`config.mk`:
```
export PLATFORM = sky130hd
export DESIGN_NAME = eee_lpi_control
export DESIGN_NICKNAME = d
export VERILOG_FILES = /design/src/design/eee_pkg.sv /design/src/design/eee_idle_timer.sv /design/src/design/eee_lpi_control.sv
export SDC_FILE = /design/constraint.sdc
export NUM_CORES = 1
export LEC_CHECK = 0
export BUFFER_PORTS_ARGS = -buffer_cell sky130_fd_sc_hd__buf_2
export CORE_ASPECT_RATIO = 0.9
export CORE_UTILIZATION = 63
export DETAILED_ROUTE_END_ITERATION = 8
export PLACE_DENSITY = 0.89
export REMOVE_ABC_BUFFERS = 1
export SLEW_MARGIN = 40
export SYNTH_ARGS = -nofsm -noshare
export SYNTH_HDL_FRONTEND = slang
export SYNTH_SLANG_ARGS = --single-unit
```
`constraint.sdc`:
```
create_clock -name clk -period 8.5 [get_ports clk]
set_input_delay 1.275 -clock clk [delete_from_list [all_inputs] [get_ports clk]]
set_output_delay 1.275 -clock clk [all_outputs]
set_load 0.03 [all_outputs]
```
`src/design/eee_pkg.sv`:
```
// Package for the energy-efficient idle control block: register map, fields, resets and timing
package eee_pkg;

  // ----------------------------------------------------------------
  // Register indices; the bus byte address is four times the index
  // ----------------------------------------------------------------
  localparam logic [11:0] RecoveryOffset = 12'h0F2; // Port 2 recovery wait
  localparam logic [11:0] NextPageOffset = 12'h0F3; // Next page enable control
  localparam logic [11:0] IdleWaitOffset = 12'h0F4; // Empty queue idle wait
  localparam logic [11:0] LoadThrOffset = 12'h0F6; // Buffer load exit threshold
  localparam logic [11:0] EeeCtrlOffset = 12'h0F8; // Enable and status (added)

  // ----------------------------------------------------------------
  // Reset values and field positions
  // ----------------------------------------------------------------
  localparam logic [7:0] RecoveryReset = 8'h27;
  localparam logic [1:0] NextPageReset = 2'h3;
  localparam logic [15:0] IdleWaitReset = 16'h03E8;
  localparam logic [7:0] LoadThrReset = 8'h40;
  localparam int NextPagePort1Bit = 0;
  localparam int NextPagePort2Bit = 1;
  localparam int EeeEnableBit = 0;
  localparam int StatusReqLsb = 8;
  localparam int StatusExitBit = 12;
  localparam int StatusHoldBit = 13;

  // ----------------------------------------------------------------
  // Timing
  // ----------------------------------------------------------------
  localparam int ClkPeriodPs = 10000;
  localparam int RecoveryUnitPs = 640000; // 640 ns
  localparam int RecoveryUnitCycles = (RecoveryUnitPs + ClkPeriodPs - 1) / ClkPeriodPs;
  localparam int IdleUnitNs = 1300000; // 1.3 ms
  localparam int IdleUnitCycles = (IdleUnitNs * 1000 + ClkPeriodPs - 1) / ClkPeriodPs;

  // Per-port traffic status
  typedef struct packed {
    logic queueEmpty; // Transmit queue holds nothing
    logic frameIn; // A frame enters the transmit queue this cycle
  } eee_port_t;

endpackage

```
`src/design/eee_idle_timer.sv`:
```
// Empty transmit queue timer for one port
`timescale 1ns/1ps
module eee_idle_timer #(
  parameter int UnitCycles = 130000
) (
  input wire logic clk,
  input wire logic rst_b,
  input wire logic enable,
  input wire eee_pkg::eee_port_t port,
  input wire logic [15:0] waitUnits,
  output logic idleReq
);

  // ----------------------------------------------------------------
  // Prescaler and unit counter
  // ----------------------------------------------------------------
  logic [31:0] preCount; // Cycles within one wait unit
  logic [16:0] unitCount; // Whole units of emptiness seen
  logic [31:0] next_preCount;
  logic [16:0] next_unitCount;
  logic next_idleReq;

  // Count continuous emptiness, restart on a new frame
  always_comb
  begin
    next_preCount = preCount;
    next_unitCount = unitCount;
    if (!enable || !port.queueEmpty || port.frameIn)
    begin
      next_preCount = 32'h0000_0000;
      next_unitCount = 17'h0_0000;
    end
    else if (unitCount <= {1'b0, waitUnits})
    begin
      if (preCount == 32'(UnitCycles - 1))
      begin
        next_preCount = 32'h0000_0000;
        next_unitCount = unitCount + 17'h0_0001;
      end
      else
      begin
        next_preCount = preCount + 32'h0000_0001;
      end
    end
    // Request once the wait has been exceeded
    next_idleReq = enable && port.queueEmpty && !port.frameIn
                   && (unitCount > {1'b0, waitUnits});
  end

  // Register state
  always_ff @(posedge clk)
  begin
    if (!rst_b)
    begin
      preCount <= 32'h0000_0000;
      unitCount <= 17'h0_0000;
      idleReq <= 1'b0;
    end
    else
    begin
      preCount <= next_preCount;
      unitCount <= next_unitCount;
      idleReq <= next_idleReq;
    end
  end

endmodule

```
`src/design/eee_lpi_control.sv`:
```
// Low power idle entry and exit control with APB registers
//
// The APB interface to the registers was left to the implementer.
`timescale 1ns/1ps
// Operation
// - Port 2 waits recovery count times 640ns
// - Next page bit per port enables exchange
// - Request idle after queue empty past wait
// - Wait acts only with EEE enabled
// - One wait value shared by all ports
// - Any port over threshold ends idle everywhere
module eee_lpi_control #(
  parameter int NumPorts = 3,
  parameter int IdleUnitCycles = eee_pkg::IdleUnitCycles,
  parameter int RecoveryUnitCycles = eee_pkg::RecoveryUnitCycles,
  parameter int LoadWidth = 16
) (
  input wire logic clk,
  input wire logic rst_b,
  input wire logic psel,
  input wire logic penable,
  input wire logic pwrite,
  input wire logic [11:0] paddr,
  input wire logic [31:0] pwdata,
  output logic [31:0] prdata,
  output logic pready,
  output logic pslverr,
  input wire eee_pkg::eee_port_t [NumPorts-1:0] portStat,
  input wire logic [LoadWidth-1:0] bufLoad [NumPorts],
  input wire logic port2IdleLeft,
  output logic [NumPorts-1:0] lpiRequest,
  output logic lpiExit,
  output logic port2TxHold,
  output logic [1:0] nextPageEnable
);

  // ----------------------------------------------------------------
  // Registers
  // ----------------------------------------------------------------
  logic [7:0] recoveryWait; // Port 2 recovery count
  logic [15:0] idleWait; // Shared empty queue wait
  logic [7:0] loadThr; // Buffer load threshold
  logic eeeEnable; // 100BASE-TX EEE enable
  logic [7:0] next_recoveryWait;
  logic [1:0] next_nextPageEnable;
  logic [15:0] next_idleWait;
  logic [7:0] next_loadThr;
  logic next_eeeEnable;
  logic [31:0] next_prdata;
  logic next_pready;
  logic next_pslverr;
  logic [NumPorts-1:0] idleReq; // Raw timer requests
  logic [NumPorts-1:0] next_lpiRequest;
  logic next_lpiExit;

  // Decode a register address: one aligned word per register index
  function automatic logic isReg(input logic [11:0] a, input logic [11:0] off);
    isReg = (a == {off[9:0], 2'b00});
  endfunction

  // ----------------------------------------------------------------
  // APB slave
  // ----------------------------------------------------------------
  logic access; // Access phase, answered on the next cycle
  logic mapped; // Address hits a register
  assign access = psel && penable && !pready;
  assign mapped = isReg(paddr, eee_pkg::RecoveryOffset) || isReg(paddr, eee_pkg::NextPageOffset)
                  || isReg(paddr, eee_pkg::IdleWaitOffset) || isReg(paddr, eee_pkg::LoadThrOffset)
                  || isReg(paddr, eee_pkg::EeeCtrlOffset);

  // Register writes and read mux
  always_comb
  begin
    next_recoveryWait = recoveryWait;
    next_nextPageEnable = nextPageEnable;
    next_idleWait = idleWait;
    next_loadThr = loadThr;
    next_eeeEnable = eeeEnable;
    next_prdata = prdata;
    next_pready = access;
    next_pslverr = access && !mapped;
    if (access && pwrite)
    begin
      if (isReg(paddr, eee_pkg::RecoveryOffset))
        next_recoveryWait = pwdata[7:0];
      if (isReg(paddr, eee_pkg::NextPageOffset))
        next_nextPageEnable = pwdata[1:0];
      if (isReg(paddr, eee_pkg::IdleWaitOffset))
        next_idleWait = pwdata[15:0];
      if (isReg(paddr, eee_pkg::LoadThrOffset))
        next_loadThr = pwdata[7:0];
      if (isReg(paddr, eee_pkg::EeeCtrlOffset))
        next_eeeEnable = pwdata[eee_pkg::EeeEnableBit];
    end
    if (access && !pwrite)
    begin
      next_prdata = 32'h0000_0000;
      if (isReg(paddr, eee_pkg::RecoveryOffset))
        next_prdata[7:0] = recoveryWait;
      if (isReg(paddr, eee_pkg::NextPageOffset))
        next_prdata[1:0] = nextPageEnable;
      if (isReg(paddr, eee_pkg::IdleWaitOffset))
        next_prdata[15:0] = idleWait;
      if (isReg(paddr, eee_pkg::LoadThrOffset))
        next_prdata[7:0] = loadThr;
      if (isReg(paddr, eee_pkg::EeeCtrlOffset))
      begin
        next_prdata[eee_pkg::EeeEnableBit] = eeeEnable;
        next_prdata[eee_pkg::StatusReqLsb +: NumPorts] = lpiRequest;
        next_prdata[eee_pkg::StatusExitBit] = lpiExit;
        next_prdata[eee_pkg::StatusHoldBit] = port2TxHold;
      end
    end
  end

  // Register the bus and control state
  always_ff @(posedge clk)
  begin
    if (!rst_b)
    begin
      recoveryWait <= eee_pkg::RecoveryReset;
      nextPageEnable <= eee_pkg::NextPageReset;
      idleWait <= eee_pkg::IdleWaitReset;
      loadThr <= eee_pkg::LoadThrReset;
      eeeEnable <= 1'b0;
      prdata <= 32'h0000_0000;
      pready <= 1'b0;
      pslverr <= 1'b0;
    end
    else
    begin
      recoveryWait <= next_recoveryWait;
      nextPageEnable <= next_nextPageEnable;
      idleWait <= next_idleWait;
      loadThr <= next_loadThr;
      eeeEnable <= next_eeeEnable;
      prdata <= next_prdata;
      pready <= next_pready;
      pslverr <= next_pslverr;
    end
  end

  // ----------------------------------------------------------------
  // Per-port empty queue timers
  // ----------------------------------------------------------------
  genvar gi;
  generate
    for (gi = 0; gi < NumPorts; gi++)
    begin : gPort
      eee_idle_timer #(
        .UnitCycles(IdleUnitCycles)
      ) uTimer (
        .clk(clk),
        .rst_b(rst_b),
        .enable(eeeEnable),
        .port(portStat[gi]),
        .waitUnits(idleWait),
        .idleReq(idleReq[gi])
      );
    end
  endgenerate

  // ----------------------------------------------------------------
  // Buffer load exit and request gating
  // ----------------------------------------------------------------
  always_comb
  begin
    next_lpiExit = 1'b0;
    for (int i = 0; i < NumPorts; i++)
    begin
      // Threshold in 128 byte units compared to byte count
      if (32'(bufLoad[i]) > {17'h0_0000, loadThr, 7'h00})
        next_lpiExit = 1'b1;
    end
    next_lpiRequest = next_lpiExit ? '0 : idleReq;
  end

  // ----------------------------------------------------------------
  // Port 2 recovery hold
  // ----------------------------------------------------------------
  logic [7:0] recUnits; // Recovery units remaining
  logic [15:0] recPre; // Cycles within a 640 ns unit
  logic [7:0] next_recUnits;
  logic [15:0] next_recPre;
  logic next_port2TxHold;

  // Load on idle exit, count down in 640 ns steps
  always_comb
  begin
    next_recUnits = recUnits;
    next_recPre = recPre;
    if (port2IdleLeft)
    begin
      next_recUnits = recoveryWait;
      next_recPre = 16'h0000;
    end
    else if (recUnits != 8'h00)
    begin
      if (recPre == 16'(RecoveryUnitCycles - 1))
      begin
        next_recPre = 16'h0000;
        next_recUnits = recUnits - 8'h01;
      end
      else
      begin
        next_recPre = recPre + 16'h0001;
      end
    end
    next_port2TxHold = (next_recUnits != 8'h00);
  end

  // Register outputs and hold state
  always_ff @(posedge clk)
  begin
    if (!rst_b)
    begin
      recUnits <= 8'h00;
      recPre <= 16'h0000;
      port2TxHold <= 1'b0;
      lpiRequest <= '0;
      lpiExit <= 1'b0;
    end
    else
    begin
      recUnits <= next_recUnits;
      recPre <= next_recPre;
      port2TxHold <= next_port2TxHold;
      lpiRequest <= next_lpiRequest;
      lpiExit <= next_lpiExit;
    end
  end

endmodule

```
Yosys cells after proc, flatten, opt, wreduce, memory -nomap -nowiden --
Index checks and enable logic that the tools add are counted. W data, S select, Z words.
Operators by class: add/sub/neg operators 8, multipliers 0, divide/modulo/power cells 0, $lt $le $gt $ge 9, eq/ne operators 9, shifts and indexed selects 0, multiplexer cells 17, bitwise operators 1, reductions and logical operators 49
Operators with widths (number):
- $add A32 B1 Y32 const B | 3
- $eq A32 B17 Y1 const B | 3
- $mux W32 | 3
- $eq A12 B10 Y1 const B | 5
- $add A17 B1 Y17 const B | 3
- $gt A17 B16 Y1 | 3
- $le A17 B16 Y1 | 3
- $gt A16 B15 Y1 | 3
- $mux W8 | 5
- $mux W16 | 2
- $add A16 B1 Y16 const B | 1
- $eq A16 B6 Y1 const B | 1
- $reduce_and A2 Y1 | 8
- $reduce_bool A8 Y1 | 2
- $logic_and A1 B1 Y1 | 14
- $logic_not A1 Y1 | 10
- $logic_or A1 B1 Y1 | 10
- $reduce_or A2 Y1 | 5
- $sub A8 B1 Y8 const B | 1
- $mux W1 | 4
- $mux W2 | 2
- $mux W3 | 1
- $not A1 Y1 | 1
Storage, ports and cells: register bits after elaboration 232, latch bits 0, bits in writable memories 0, ROM bits 0, input bits 104, output and inout port bits 41, word-level logic and storage cells 115, memories 0

Logic depth before layout (Yosys ltp) --
word-level depth 7, depth in mapped cells 12, mapped depth without buffers 9

Modules after synthesis --
A second synthesis with hierarchy kept.
Second synthesis, totals: cell total of the unflattened synthesis 1694, area, all modules 13374.1 um2
Modules (own cells, without submodules):
- eee_idle_timer (gPort[0].uTimer ...) | times used 2, cells each 394, area an instance 3031.7 um2, sequential area each 1001.0 um2
- eee_lpi_control | times used 1, cells each 519, area an instance 4305.4 um2, sequential area each 1641.6 um2
- eee_idle_timer (gPort[1].uTimer) | times used 1, cells each 387, area an instance 3005.4 um2, sequential area each 1001.0 um2

Worst setup path after synthesis --
No wires, ideal clock.
path kind register -> register, start reg idleWait[15], end reg gPort[0].uTimer.preCount[0], setup time 0.117 ns, arrival 2.623 ns, data required time 8.383 ns, setup slack 5.760 ns, cell stages (with the launch flop) 13, buffers on the path 3, period minus slack after synthesis 2.740 ns, cells stage by stage dfxtp_1 inv_1 ha_1 nand4b_1 nor3_1 nand4_1 and2_1 clkbuf_1 or3_1 clkbuf_1 nand2_1 buf_2 nor2_1
Between the ends: word-level cells in the longest chain between the ends 1
RTL lines:
- start, declared | line eee_lpi_control.sv:41 | logic [15:0] idleWait;
- start signal, assigned | line eee_lpi_control.sv:123 | idleWait <= eee_pkg::IdleWaitReset;
- start signal, assigned | line eee_lpi_control.sv:134 | idleWait <= next_idleWait;
- $le A17 B16 Y1 | line eee_idle_timer.sv:33 | else if (unitCount <= {1'b0, waitUnits})
- end signal, assigned | line eee_idle_timer.sv:61 | preCount <= next_preCount;
- end, declared | line eee_idle_timer.sv:17 | logic [31:0] preCount;
Every way passes these cells. A chain may end at the register's enable or synchronous reset.

Worst setup path in the final report --
start reg idleWait[14], end reg gPort[0].uTimer.unitCount[11]
Between the ends: word-level cells in the longest chain between the ends 2
RTL lines:
- $le A17 B16 Y1 | line eee_idle_timer.sv:33
- $reduce_and A2 Y1 (no line)
- end signal, assigned | line eee_idle_timer.sv:62 | unitCount <= next_unitCount;
- end, declared | line eee_idle_timer.sv:18 | logic [16:0] unitCount;
Every way passes these cells.

==> results.md <==
* Setup TNS at 0 ns
* CTS max path bufs at 3
* Synth unique cells at 69
* Clock root buffer: clkbuf_16
* Via/cell ratio at 6.36
* Status: finished, final reports clean
* Combinational Power Share at 0.041
* Post-route ant nets at 0
* Switch Pwr at 514 uW
* Origin of the worst setup path: idleWait[14]$_SDFFE_PN0P_
* Post-synth EDFFs at 0
* Max-Cap Viols at 0
* Synth async-reset ratio at 0
* Post-CTS Setup Bufs at 0
* R2r worst-path depth at 9
* Hold-fix buffers, CTS at 0
* # H-tree levels at 1
* Num CTS Buffers at 24
* CP endpoint: gPort[0].uTimer.unitCount[11]$_SDFFE_PP0P_
* Internal at 1.76 mW
* RR Startpoint: idleWait[14]$_SDFFE_PN0P_
* Post-synthesis cell area at 12600 um^2
* PortBufs at 112
* WP data arrival at 4.37 ns
* Layout Cells excl Fill at 1858
* Crit. End Element: flip-flop
* NumNets Final at 1777
* Core area at 19400 um^2
* Antenna violations before repair at 0
* DR iter-0 viols at 1000
* R2r setup slk at 4.58 ns
* Core Util, Final at 0.726
* CTS sink count at 232
* Row cnt at 48
* Clock power frac at 0.477
* DR pass1 iterations at 6
* Switching share of total power at 0.225
* Crit path launch type: flip-flop
* Worst-Margin Slew at 0.865 ns
* Clk_lat worst skew at 0.53 ns
* Slew Limit Fails at 0
* Post-synthesis register bit count at 232
* Max Clk Rate at 0.255 GHz
* Power Density at 162 nW/um^2
* Starting Density at 0.651
* Reg2Reg Capture Point: gPort[0].uTimer.unitCount[11]$_SDFFE_PP0P_
* WP data required at 8.95 ns
* Fill count at 1423
* CP Max Fanout at 19
* CTS tree: built
* Post-CTS sizing at 0
* Synthesized area per cell at 8.37 um^2
* # IOs at 145
* Leakage at 5.11 nW
* Vias at 11800
* Critical path class: reg -> reg
* Post-DP HPWL at 22400 um
* Diode count at 0
* Post-Place Cells at 1814
* Layout area overhead at 11.5%
* Chip width at 151 um
* Remaining DRCs at 0
* HP Class: reg -> reg
* Syn. warnings at 0
* Setup violators final at 0
* Register share of total power at 0.482
* Ys flop type: dfxtp_1
* VDD IR max at 0.000153 V
* Die Area at 20600 um^2
* WL final at 32500 um
* Tmin final at 3.92 ns
* Share of cells above drive strength 1 at 0.115
* Largest net degree at the start of global routing at 44
* Final worst path period share at 0.461
* Synthesized instance count at 1508
* Die Y at 136 um
* First-pass GRT wire length at 52600 um
* Tot GR Track Use at 0.315
* Global placer's final weighted congestion at 0.888
* Post-synthesis sequential area ratio at 0.368
* Final Hold Viols at 0
* Vias in the first global route at 11000
* Overflow after GRT at 0
* Unrepaired setup endpoints after global routing: false
* Clock Pin Slew Worst Setup and Hold Paths at 0.07 ns
* Worst Skew at 0.00971 ns
* DR WL/cell at 17.5 um
* Relative slew slack at 0.423
==> flip-flops by register name (all words and copies together), names as in the netlist, 2 cells and up <==
register                flops
gPort.uTimer.idleReq        3
idleWait                   16
prdata                     16
recUnits                    8
lpiRequest                  3
nextPageEnable              2
gPort.uTimer.preCount      96
gPort.uTimer.unitCount     51
recoveryWait                8
loadThr                     8
recPre                     16
==> worst max-delay path, cell delays in order (launching register included) <==
cell and delay [ns]:
dfxtp_1 0.35, inv_1 0.16, ha_1 0.34, nand4b_1 0.17, nor3_1 0.61, nand4_1 0.32, nand2_1 0.59, nand4_1 0.55
or4_1 0.55, a21oi_1 0.18
==> cells by family after synthesis <==
family | Yosys count | share of synthesized area
buffers and inverters | 140 | 0.0482
and+or+nand+nor | 663 | 0.272
adders and majority gates | 81 | 0.0803
AOI/OAI and AO/OA | 244 | 0.126
xor gates and xnor gates | 119 | 0.0826
DFF | 232 | 0.368
other | 1 | 0.000297
muxes | 28 | 0.0228
==> power by group through the flow <==
stage	Combinational [mW]	Sequential (mW)	Clock, mW
floorplan	0.0435	1.13	0
global placement	0.0881	1.12	0
detailed placement	0.0913	1.12	0
CTS	0.0918	1.10	1.09
global route	0.102	1.10	1.14
finish	0.0933	1.10	1.09
==> cells in the mapped netlist, types with 16 or more instances <==
| cell type | n | area share |
|---|---|---|
| nor2_1 | 178 | 0.053 |
| a2111oi_0 | 18 | 0.012 |
| nor3_1 | 37 | 0.015 |
| clkbuf_1 | 53 | 0.016 |
| xor2_1 | 46 | 0.032 |
| and2_1 | 21 | 0.010 |
| a211oi_1 | 17 | 0.010 |
| or3_1 | 29 | 0.014 |
| nand2_1 | 131 | 0.039 |
| inv_1 | 61 | 0.018 |
| xnor2_1 | 73 | 0.051 |
| nand3_1 | 65 | 0.026 |
| a21oi_1 | 88 | 0.035 |
| nor4_1 | 34 | 0.017 |
| and4_1 | 20 | 0.014 |
| nand4_1 | 57 | 0.028 |
| a21o_1 | 21 | 0.012 |
| dfxtp_1 | 232 | 0.37 |
| and3_1 | 24 | 0.012 |
| buf_4 | 16 | 0.0095 |
| or4_1 | 16 | 0.0095 |
| o21ai_0 | 34 | 0.013 |
| ha_1 | 81 | 0.080 |
| mux2i_1 | 25 | 0.020 |
==> area by class of cell <==
class	count	area (um^2)	area share
flip-flops and latches	232	4640	0.330
well taps	250	313	0.0222
inverters	61	229	0.0163
clock buffers	29	649	0.0461
multi-input cells	1151	7450	0.529
clock inverters	13	159	0.0113
repair buffers	122	633	0.0450
==> cells in the final DEF (no fill, tap or decap), types with 24 or more instances in the layout <==
cell type | netlist | layout
dfxtp_1 | 232 | 232
nor2_1 | 178 | 178
nand2_1 | 131 | 129
buf_2 | 5 | 112
a21oi_1 | 88 | 88
ha_1 | 81 | 81
xnor2_1 | 73 | 73
nand3_1 | 65 | 65
inv_1 | 61 | 61
nand4_1 | 57 | 57
xor2_1 | 46 | 46
nor3_1 | 37 | 34
nor4_1 | 34 | 34
o21ai_0 | 34 | 34
or3_1 | 29 | 29
mux2i_1 | 25 | 25
clkbuf_16 | 0 | 24
==> per-layer routing <==
metal | track usage | up-vias | part of all wire
li1 | - | 5595 | -
met1 | 0.402 | 5581 | 0.42
met2 | 0.526 | 521 | 0.47
met3 | 0.0503 | 113 | 0.078
met4 | 0.133 | 0 | 0.036
met5 | 0 | - | 0
==> how the worst min path moves through the flow <==
| stage | from | end | slack [ns] | cells after the start |
|---|---|---|---|---|
| finish | gPort[2].uTimer.idleReq$_SDFF_PN0_ | lpiRequest[2]$_SDFF_PP0_ | 0.42 | 2 |
| global placement | gPort[2].uTimer.idleReq$_SDFF_PN0_ | lpiRequest[2]$_SDFF_PP0_ | 0.40 | 2 |
| floorplan | gPort[0].uTimer.idleReq$_SDFF_PN0_ | lpiRequest[0]$_SDFF_PP0_ | 0.39 | 2 |
| CTS | gPort[2].uTimer.idleReq$_SDFF_PN0_ | lpiRequest[2]$_SDFF_PP0_ | 0.42 | 2 |
| global route | gPort[2].uTimer.idleReq$_SDFF_PN0_ | lpiRequest[2]$_SDFF_PP0_ | 0.45 | 2 |
| detailed placement | gPort[2].uTimer.idleReq$_SDFF_PN0_ | lpiRequest[2]$_SDFF_PP0_ | 0.40 | 2 |
==> metrics by stage <==
stage	power [mW]	hold WS [ns]	cell area [um^2]	worst slack [ns]
finish	2.28	0.418	14100	4.58
global route	2.34	0.445	14100	4.37
detailed placement	1.21	0.403	13300	4.52
CTS	2.28	0.415	14100	4.66
floorplan	1.17	0.394	12300	5.13
global placement	1.21	0.402	13200	4.65
No activity file was read; power rests on OpenSTA's default activity.
